[src/rtl/wdg_pkg.sv]
// Constants shared by the watchdog and init controller and its SPI frontend.
// Assumes a 10 MHz system clock and a 16-bit SPI frame: R/W, 7-bit addr, 8-bit data.
`default_nettype none
package wdg_pkg;
    // ************************************************************
    // Register map
    // ************************************************************
    localparam logic [6:0] ADDR_MAIN_CONTROL = 7'h00;
    localparam logic [6:0] ADDR_WDG_PERIOD = 7'h02;
    localparam logic [6:0] ADDR_STATUS = 7'h05;
    localparam logic [6:0] ADDR_LH_FIRST = 7'h1E;
    localparam logic [6:0] ADDR_LH_LAST = 7'h2D;
    localparam logic [6:0] ADDR_EXIT_KEY = 7'h2E;
    localparam logic [7:0] EXIT_KEY_WDG = 8'hD4;
    localparam logic [7:0] EXIT_KEY_ALT = 8'hC3;
    // Field positions.
    localparam int CTL_CH0_EN = 0;
    localparam int CTL_CH1_EN = 2;
    localparam int CTL_WDG_EN = 4;
    localparam int CTL_LH_SW = 5;
    localparam int CTL_FAULT_ACK = 7;
    localparam int ST_POWER_CYCLE = 2;
    localparam int ST_WDG_EXPIRED = 3;
    localparam int ST_STANDALONE = 7;
    // Reset values: watchdog on, channels off.
    localparam logic [7:0] CTL_RESET = 8'h90;
    localparam logic [7:0] PERIOD_RESET = 8'h00;
    // ************************************************************
    // Timing
    // ************************************************************
    localparam int CLK_HZ = 10_000_000;
    localparam int WDG_DEFAULT_MS = 1550;
    localparam int WDG_DEFAULT_CYCLES = (WDG_DEFAULT_MS / 1000) * CLK_HZ
        + ((WDG_DEFAULT_MS % 1000) * (CLK_HZ / 1000));
    localparam int WDG_STEP_MS = 50;
    localparam int WDG_STEP_CYCLES = WDG_STEP_MS * (CLK_HZ / 1000);
    localparam int SPI_FRAME_BITS = 16;
endpackage
`default_nettype wire

[src/rtl/spi_frontend.sv]
// SPI target: mode 0, MSB first, 16-bit frames, read data returned in the frame's low byte.
// Assumes sclk, cs_b and mosi come from another domain; each passes three flip-flops.
`default_nettype none
module spi_frontend
    import wdg_pkg::*;
(
    input wire logic clk_sys,
    input wire logic rst_b,
    input wire logic sclk,
    input wire logic cs_b,
    input wire logic mosi,
    input wire logic [7:0] rd_data,
    output logic miso,
    output logic acc_valid,
    output logic acc_write,
    output logic [6:0] acc_addr,
    output logic [7:0] acc_wdata,
    output logic rd_strobe
);
    typedef struct packed {
        logic [2:0] sck_s;
        logic [2:0] cs_s;
        logic [2:0] mo_s;
        logic [4:0] cnt;
        logic [15:0] sh;
        logic [7:0] tx;
        logic miso;
        logic valid;
        logic write;
        logic [6:0] addr;
        logic [7:0] wdata;
        logic rd;
    } spi_state_t;
    spi_state_t s_q, s_d;
    logic sck_rise, sck_fall, sel;
    // ************************************************************
    // Frame assembly
    // ************************************************************
    // Edges count only where the second and third stages differ, never from the first.
    assign sck_rise = s_q.sck_s[1] & ~s_q.sck_s[2];
    assign sck_fall = ~s_q.sck_s[1] & s_q.sck_s[2];
    assign sel = ~s_q.cs_s[1] & ~s_q.cs_s[2];
    always_comb begin
        s_d = s_q;
        s_d.sck_s = {s_q.sck_s[1:0], sclk};
        s_d.cs_s = {s_q.cs_s[1:0], cs_b};
        s_d.mo_s = {s_q.mo_s[1:0], mosi};
        s_d.valid = 1'b0;
        s_d.rd = 1'b0;
        if (!sel) begin
            s_d.cnt = 5'h00;
            s_d.miso = 1'b0;
        end else if (sck_rise) begin
            s_d.sh = {s_q.sh[14:0], s_q.mo_s[2]};
            s_d.cnt = s_q.cnt + 5'h01;
            // After the address byte, publish the address; read data follows a cycle later.
            if (s_q.cnt == 5'h07) begin
                s_d.addr = {s_q.sh[5:0], s_q.mo_s[2]};
                s_d.rd = ~s_q.sh[6];
            end
            if (s_q.cnt == 5'(SPI_FRAME_BITS - 1)) begin
                s_d.valid = 1'b1;
                s_d.write = s_q.sh[14];
                s_d.wdata = {s_q.sh[6:0], s_q.mo_s[2]};
            end
        end else if (sck_fall && s_q.cnt >= 5'h08) begin
            s_d.miso = s_q.tx[7];
            s_d.tx = {s_q.tx[6:0], 1'b0};
        end
        // Read data is taken once the new address stands, else the old register would leak out.
        if (s_q.rd) begin
            s_d.tx = rd_data;
        end
    end
    always_ff @(posedge clk_sys or negedge rst_b) begin
        if (!rst_b) begin
            s_q <= '{sck_s: 3'h0, cs_s: 3'h7, mo_s: 3'h0, cnt: 5'h00, sh: 16'h0000,
                     tx: 8'h00, miso: 1'b0, valid: 1'b0, write: 1'b0, addr: 7'h00,
                     wdata: 8'h00, rd: 1'b0};
        end else begin
            s_q <= s_d;
        end
    end
    assign miso = s_q.miso;
    assign acc_valid = s_q.valid;
    assign acc_write = s_q.write;
    assign acc_addr = s_q.addr;
    assign acc_wdata = s_q.wdata;
    assign rd_strobe = s_q.rd;
endmodule
`default_nettype wire

[src/rtl/init_watchdog_standalone_ctrl.sv]
// Power-up watchdog, standalone entry and exit, limp-home arming for a two-channel driver.
// Assumes an SPI controller on the pins and a power-on reset on rst_b.
`default_nettype none
module init_watchdog_standalone_ctrl
    import wdg_pkg::*;
#(
    parameter int WDG_DEFAULT = WDG_DEFAULT_CYCLES,
    parameter int WDG_STEP = WDG_STEP_CYCLES
) (
    input wire logic clk_sys,
    input wire logic rst_b,
    input wire logic sclk,
    input wire logic cs_b,
    input wire logic mosi,
    input wire logic fault_event,
    output logic miso,
    output logic [1:0] channel_enable,
    output logic standalone,
    output logic limp_home_active,
    output logic fault_indicator,
    output logic [7:0] limp_home_cfg_out
);
    typedef enum logic [2:0] {
        ST_NORMAL = 3'b001,
        ST_ALONE = 3'b010,
        ST_LIMP = 3'b100
    } mode_t;
    typedef struct packed {
        mode_t mode;
        logic [7:0] ctl;
        logic [7:0] period;
        logic [31:0] wdg_cnt;
        logic pc_flag;
        logic expired;
        logic fault;
        logic lh_sw_prev;
        logic lh_test;
        logic [3:0] lh_idx;
        logic [1:0] ch_out;
    } ctrl_state_t;
    ctrl_state_t s_q, s_d;
    logic [7:0] lh_mem [0:15];
    logic acc_valid, acc_write, rd_strobe;
    logic [6:0] acc_addr;
    logic [7:0] acc_wdata, rd_data, status;
    logic [31:0] limit;
    logic [1:0] ch_q;
    logic alone_q, limp_q, flt_q;
    logic [7:0] lh_cfg_q;

    function automatic logic in_lh(input logic [6:0] a);
        in_lh = (a >= ADDR_LH_FIRST) && (a <= ADDR_LH_LAST);
    endfunction

    spi_frontend u_spi (
        .clk_sys(clk_sys),
        .rst_b(rst_b),
        .sclk(sclk),
        .cs_b(cs_b),
        .mosi(mosi),
        .rd_data(rd_data),
        .miso(miso),
        .acc_valid(acc_valid),
        .acc_write(acc_write),
        .acc_addr(acc_addr),
        .acc_wdata(acc_wdata),
        .rd_strobe(rd_strobe)
    );

    // ************************************************************
    // Read path
    // ************************************************************
    // Status shows standalone mode, expiry, the power-cycle flag and the fault latch.
    always_comb begin
        status = 8'h00;
        status[ST_STANDALONE] = (s_q.mode == ST_ALONE);
        status[ST_WDG_EXPIRED] = s_q.expired;
        status[ST_POWER_CYCLE] = s_q.pc_flag;
        status[0] = s_q.fault;
        unique case (1'b1)
            acc_addr == ADDR_MAIN_CONTROL: rd_data = s_q.ctl;
            acc_addr == ADDR_WDG_PERIOD: rd_data = s_q.period;
            acc_addr == ADDR_STATUS: rd_data = status;
            in_lh(acc_addr): rd_data = lh_mem[4'(acc_addr - ADDR_LH_FIRST)];
            default: rd_data = 8'h00;
        endcase
    end

    // Zero period keeps the default; otherwise steps of fixed length.
    assign limit = (s_q.period == 8'h00) ? 32'(WDG_DEFAULT)
        : 32'(s_q.period) * 32'(WDG_STEP);

    // ************************************************************
    // Control and watchdog
    // ************************************************************
    always_comb begin
        s_d = s_q;
        s_d.lh_sw_prev = s_q.ctl[CTL_LH_SW];
        if (fault_event) begin
            s_d.fault = 1'b1;
        end
        // Watchdog counts while enabled; any valid access restarts it.
        if (acc_valid) begin
            s_d.wdg_cnt = 32'h0;
        end else if (s_q.ctl[CTL_WDG_EN] && s_q.wdg_cnt < limit) begin
            s_d.wdg_cnt = s_q.wdg_cnt + 32'h1;
        end
        if (rd_strobe && acc_addr == ADDR_STATUS) begin
            s_d.pc_flag = 1'b0;
        end
        if (acc_valid && acc_write) begin
            unique case (1'b1)
                acc_addr == ADDR_MAIN_CONTROL: begin
                    s_d.ctl = acc_wdata;
                    // A zero in bit seven acknowledges the fault; a new fault still wins.
                    if (!acc_wdata[CTL_FAULT_ACK] && !fault_event) begin
                        s_d.fault = 1'b0;
                    end
                end
                acc_addr == ADDR_WDG_PERIOD: s_d.period = acc_wdata;
                acc_addr == ADDR_EXIT_KEY: begin
                    if ((acc_wdata == EXIT_KEY_WDG || acc_wdata == EXIT_KEY_ALT)
                        && s_q.mode == ST_ALONE) begin
                        s_d.mode = ST_NORMAL;
                    end
                end
                default: ;
            endcase
        end
        // Expiry: standalone until the status register is first read, limp-home afterwards.
        if (s_q.ctl[CTL_WDG_EN] && s_q.wdg_cnt >= limit && !acc_valid) begin
            s_d.expired = 1'b1;
            if (s_q.mode == ST_NORMAL) begin
                s_d.mode = s_q.pc_flag ? ST_ALONE : ST_LIMP;
            end
            s_d.wdg_cnt = 32'h0;
        end
        if (s_q.mode == ST_LIMP && acc_valid) begin
            s_d.mode = ST_NORMAL;
        end
        // Limp-home test follows a toggle of the switch bit, only with watchdog on.
        if (s_q.ctl[CTL_LH_SW] != s_q.lh_sw_prev) begin
            s_d.lh_test = s_q.ctl[CTL_WDG_EN] ? ~s_q.lh_test : 1'b0;
        end
        if (!s_q.ctl[CTL_WDG_EN]) begin
            s_d.lh_test = 1'b0;
        end
        s_d.lh_idx = s_q.lh_idx + 4'h1;
        s_d.ch_out = {s_q.ctl[CTL_CH1_EN], s_q.ctl[CTL_CH0_EN]};
    end

    always_ff @(posedge clk_sys or negedge rst_b) begin
        if (!rst_b) begin
            s_q <= '{mode: ST_NORMAL, ctl: CTL_RESET, period: PERIOD_RESET, wdg_cnt: 32'h0,
                     pc_flag: 1'b1, expired: 1'b0, fault: 1'b0, lh_sw_prev: 1'b0,
                     lh_test: 1'b0, lh_idx: 4'h0, ch_out: 2'b00};
        end else begin
            s_q <= s_d;
        end
    end

    // ************************************************************
    // Limp-home storage
    // ************************************************************
    // Written over SPI; no reset so it maps to plain storage.
    always_ff @(posedge clk_sys) begin
        if (acc_valid && acc_write && in_lh(acc_addr)) begin
            lh_mem[4'(acc_addr - ADDR_LH_FIRST)] <= acc_wdata;
        end
    end

    // ************************************************************
    // Registered outputs
    // ************************************************************
    // Standalone, limp-home or test drives both channels; otherwise the enables apply.
    always_ff @(posedge clk_sys or negedge rst_b) begin
        if (!rst_b) begin
            ch_q <= 2'b00;
            alone_q <= 1'b0;
            limp_q <= 1'b0;
            flt_q <= 1'b0;
            lh_cfg_q <= 8'h00;
        end else begin
            limp_q <= (s_q.mode == ST_LIMP) || s_q.lh_test;
            alone_q <= (s_q.mode == ST_ALONE);
            ch_q <= (s_q.mode != ST_NORMAL || s_q.lh_test) ? 2'b11 : s_q.ch_out;
            flt_q <= s_q.fault;
            lh_cfg_q <= lh_mem[s_q.lh_idx];
        end
    end
    assign channel_enable = ch_q;
    assign standalone = alone_q;
    assign limp_home_active = limp_q;
    assign fault_indicator = flt_q;
    assign limp_home_cfg_out = lh_cfg_q;
endmodule
`default_nettype wire

[config.mk]
export PLATFORM = sky130hd
export DESIGN_NAME = init_watchdog_standalone_ctrl
export DESIGN_NICKNAME = d
export VERILOG_FILES = /design/src/rtl/wdg_pkg.sv /design/src/rtl/spi_frontend.sv /design/src/rtl/init_watchdog_standalone_ctrl.sv
export SDC_FILE = /design/constraint.sdc
export NUM_CORES = 1
export LEC_CHECK = 0
export BUFFER_PORTS_ARGS = -buffer_cell sky130_fd_sc_hd__buf_2
export CAP_MARGIN = 5
export CELL_PAD_IN_SITES_DETAIL_PLACEMENT = 0
export CELL_PAD_IN_SITES_GLOBAL_PLACEMENT = 1
export CORE_MARGIN = 3
export CORE_UTILIZATION = 50
export DETAILED_ROUTE_END_ITERATION = 12
export PLACE_DENSITY_LB_ADDON = 0.15
export SETUP_SLACK_MARGIN = 0.1
export SKIP_CTS_REPAIR_TIMING = 1
export SLEW_MARGIN = 20
export SYNTH_ARGS = -nofsm -noshare
export SYNTH_HDL_FRONTEND = slang
export SYNTH_HIERARCHICAL = 1
export SYNTH_SLANG_ARGS = --single-unit
[constraint.sdc]
create_clock -name clk_sys -period 7.2 [get_ports clk_sys]
set_clock_uncertainty 0.05 [all_clocks]
set_input_delay 1.08 -clock clk_sys [delete_from_list [all_inputs] [get_ports clk_sys]]
set_output_delay 1.08 -clock clk_sys [all_outputs]
set_load 0.01 [all_outputs]
[After elaboration in Yosys (flattened, before gate mapping)]
Memory sizes are Yosys's and may differ from the RTL's. A register that Yosys moved wholly into a read port is not among the register bits.
Index checks and enable logic that the tools add are counted.
Cells by class
  eq/ne operators: 17
  muxes and demuxes: 36
  bitwise operators: 9
  add/subtract/negate cells: 4
  shift operators: 0
  reduce and logical (&&, ||, !) cells: 30
  magnitude comparators: 5
  multiply operators: 1
  divide/modulo/power cells: 0
Operators by type and width (number)
  2-to-1 mux 32 bit: 3
  2-to-1 mux 8 bit: 5
  2-to-1 mux 18 bit: 2
  adder 32 x 1 -> 32 bit (second input constant): 1
  >= comparator 32 x 27 -> 1 bit: 1
  < comparator 32 x 27 -> 1 bit: 1
  one-hot mux 8 bit (4 select lines): 1
  2-to-1 mux 27 bit: 1
  multiplier 8 x 14 -> 22 bit (second input constant): 1
  2-to-1 mux 21 bit: 1
  2-to-1 mux 19 bit: 1
  2-to-1 mux 3 bit: 6
  2-to-1 mux 9 bit: 2
  equality test 8 bit (second input constant): 2
  logical AND 1 bit: 11
  2-to-1 mux 1 bit: 10
  AND reduction 3 bit: 3
  zero test 8 bit: 1
  AND reduction 2 bit: 4
  equality test 7 x 2 -> 1 bit (second input constant): 1
  equality test 7 x 3 -> 1 bit (second input constant): 1
  equality test 7 x 6 -> 1 bit (second input constant): 1
  >= comparator 7 x 5 -> 1 bit (second input constant): 1
  <= comparator 7 x 6 -> 1 bit (second input constant): 1
  23 further kinds: 40
Word-level totals
  bits in writable memories: 128
  bits in registers: 124
  ROM bits: 0
  bits in latches: 0
  memories kept: 1
  output and inout bits: 14
Memories
  lh_mem: words 16, bits a word 8, read ports 2, clocked after Yosys merged registers in 1, write ports 1, line init_watchdog_standalone_ctrl.sv:42  | logic [7:0] lh_mem [0:15];

[Depth between registers and ports, before layout]
  depth in word-level cells: 9
  gate-level depth with buffers: 25
  mapped depth without buffers: 22

[Hierarchy]
The synthesis kept the hierarchy.
By module, submodules not included
  init_watchdog_standalone_ctrl: area an instance 12339.3 um2, seq. area each 5725.5 um2, cells each 1016, instances 1
  spi_frontend: area an instance 2337.2 um2, seq. area each 1405.1 um2, cells each 174, instances 1

[Least setup slack after synthesis]
Ideal clock, no wire load.
  path kind: register to register
  start: register s_q[45] (netlist name)
  end: register s_q[60] (netlist name)
  arrival: 5459 ps
  data required time: 7047 ps
  setup slack: 1588 ps
  stages on the path, launching flop included: 22
  path through: dfrtp_1 fa_1 ha_1 inv_1 fa_1 fa_1 inv_1 ha_1 and3_1 nor2b_1 a221oi_1 o21ai_0 xnor2_1 nand2_1 ha_1 nand4b_1 nor4_4 o211ai_1 a21o_1 buf_6 a211o_1 o41ai_2

==> results.md <==
* VDD IR-drop max at 0.219 mV
* Unique masters post-synth at 66
* Initial drt markers at 848
* Setup TNS at 0 ns
* CTS tree: done
* Outcome: completed
* Via count at 9673
* Gpl congestion at 0.803
* Flops & latches, synth at 259
* Setup crit start kind: flip-flop
* PortBufs at 19
* WL/cell at 21.3 um
* Final hold vios at 0
* I/O pin cnt at 20
* Largest net degree at the start of global routing at 69
* Via-per-instance ratio at 6.08
* F_max at 158 MHz
* Total Wirelength at 33.9 mm
* Endpoints failing setup at 0
* Clk sinks at ~260
* Synth Warn # at 6
* Core area at 28800 sq um
* Max-Cap Viols at 0
* Clock Tree Buf Depth at 3
* Area added between synthesis and finish at 9.75%
* First-pass GRT wire length at 54.6 mm
* Chip height at about 180 um
* Antenna-violating nets left at 0
* Die W at 177 um
* Unrepaired setup endpoints after global routing: false
* Hpwl dp at approximately 23 mm
* Synth top area share at between 20% and 30%
* DRC Markers at 0
* Worst path slowest cell: dfrtp_1
* Final slew viol count at 0
* Buf/Inv on CP at 3
* Pwr dens at 191 nW/um^2
* Top_reg_cell synth: edfxtp_1
* CP Data Required Time at 7.58 ns
* Worst-case hold slack at 0.296 ns
* Site Rows at a little over 60
* Insertion delay to the later sink of the worst-skew pair at around 0.56 ns
* Mapped Area at 14700 sq um
* Max incr delay on CP at 0.59 ns
* Vias in the first global route at 9570
* Initial Util at approximately half
* Most frequent cell after synthesis: edfxtp_1
* First-pass detailed-route iteration total at 5
* Crit Path Max Fanout at 16
* Top post-synthesis cells by area: edfxtp_1, dfrtp_1, mux4_2
* Ys async rst share at 50.6%
* GRT overflow at 0
* Synthesized instance count at 1190
* Total chip power at 3.08 mW
* Antenna violations before repair at 0
* HP Class: flip-flop to flip-flop
* Fin crit share at 88.0%
* Filler cells at 2381
* Final Critical Period at 6.34 ns
* CP Cell Sequence: fa_1 > ha_1 > inv_1 > fa_1 > fa_1 > inv_1 > ha_1 > and3_1 > nor2b_1 > a221oi_1 > o21ai_0 > xnor2_1 > nand2_1 > ha_1 > nand4b_1 > nor4_4 > o211ai_1 > a21o_1 > buf_4 > nand3_1 > o41ai_1
* Full die area at 31400 sq um
* Syn Nets at 1300
* Register area share after synthesis at approximately half
* Layout cells sized above 1 at 19.6%
* GRT Resource Usage Total at between 20 and 25%
* Slew headroom at ~25%
* Worst path arrival time at 6.72 ns
* Delay-heaviest family, CP: adder cells
* Antenna diodes at 0
* H-tree Lvls at 1
* Worst-margin pin slew at about 1.1 ns
* CP Capture Type: flip-flop
* Synth cell count leaders: edfxtp_1, dfrtp_1, ha_1, inv_1, nand2_1
* CTS Buf Count at 28
* Avg Inst Size Synth at about 12 sq um
* Lkg Pwr at between 6 and 7 nW
* Area leader, netlist: edfxtp_1
* EDFF count, synth at 128
* Final Net Count at 1294
* CTS root buf: clkbuf_16
* Setup Crit Path Kind: flip-flop to flip-flop
* Worst-path clk slew at 0.06 ns
==> where the power goes <==
part / internal [mW] / total [mW] / switching, mW
logic: 0.0119 / 0.0351 / 0.0232
registers: 1.56 / 1.57 / 0.0129
clock network: 0.869 / 1.47 / 0.603
total: 2.44 / 3.08 / 0.639
==> sequential cells by signal, indices dropped and copies added (netlist names), 2 cells and up <==
| signal | cells |
|---|---|
| channel_enable | 2 |
| lh_mem | 128 |
| limp_home_cfg_out | 8 |
| s_d | 3 |
| s_q | 59 |
| u_spi/acc_addr | 7 |
| u_spi/acc_wdata | 8 |
| u_spi/s_d | 6 |
| u_spi/s_q | 31 |
==> routing by layer <==
metal  share of wire (%)  routed length, um  up-vias  global-route usage, %
li1                    -                  -     4533                      -
met1                  48              16200     4859                   34.3
met2                  45              15400      237                   33.0
met3                 5.2               1780       44                   3.00
met4                 1.8                627        0                   5.20
met5                   0                  0        -                      0
==> stage by stage <==
stage,util (%),instance area (sq um),std cells,setup slack (ns)
detailed placement,52.6,15100,1537,0.903
global placement,52.6,15100,1537,1.02
floorplan,-,14700,1190,1.59
CTS,55.9,16100,1589,0.872
global route,56.0,16100,1590,0.450
finish,56.0,16100,1590,0.864
==> logic make-up after synthesis <==
logic type | Yosys count | share of synthesized area (%)
compound gates | 191 | 9.28
mux | 145 | 15.1
buf+inv | 165 | 4.79
xor+xnor | 22 | 1.31
fa+ha+maj | 104 | 9.74
flops | 259 | 48.6
simple gates | 304 | 11.2
==> path summary, 6_finish.rpt <==
kind	from	endpoint	slack [ns]	cells after the start
max	s_q[47]	s_q[31]	0.86	21
min	u_spi/s_d[50]	u_spi/s_q[50]	0.30	0
max reg2reg	s_q[47]	s_q[31]	0.86	21
min reg2reg	u_spi/s_d[50]	u_spi/s_q[50]	0.30	0
max in group asynchronous	rst_b	u_spi/acc_addr[1]	5.25	2
min in group asynchronous	rst_b	limp_home_cfg_out[1]	0.47	1
==> cell usage in the layout, fill, tap and decap left out, types with 10 or more instances in the layout <==
cell type / n
a21oi_1: 38
mux4_2: 56
and3_1: 15
edfxtp_1: 128
inv_1: 83
buf_4: 26
fa_1: 17
clkbuf_16: 29
and2_1: 10
nor3_1: 32
o31ai_1: 14
o21ai_0: 30
a41oi_1: 23
ha_1: 87
nand4_1: 22
xnor2_1: 15
nor2b_1: 14
mux2_2: 53
buf_2: 18
mux2i_1: 34
dfrtp_1: 120
o41ai_1: 14
nor4_1: 22
nand3_1: 20
a221oi_1: 10
nand2_1: 75
nor2_1: 41
==> area by class of cell <==
class	instances	area [sq um]	area share [%]
flip-flops and latches	259	7140	44.3
multi-input cells	766	6920	43.0
clock buffers	34	764	4.75
well taps	384	480	2.98
inverters	84	315	1.96
repair buffers	45	297	1.84
clock inverters	18	194	1.20
Power figures use the tool's default switching activity.
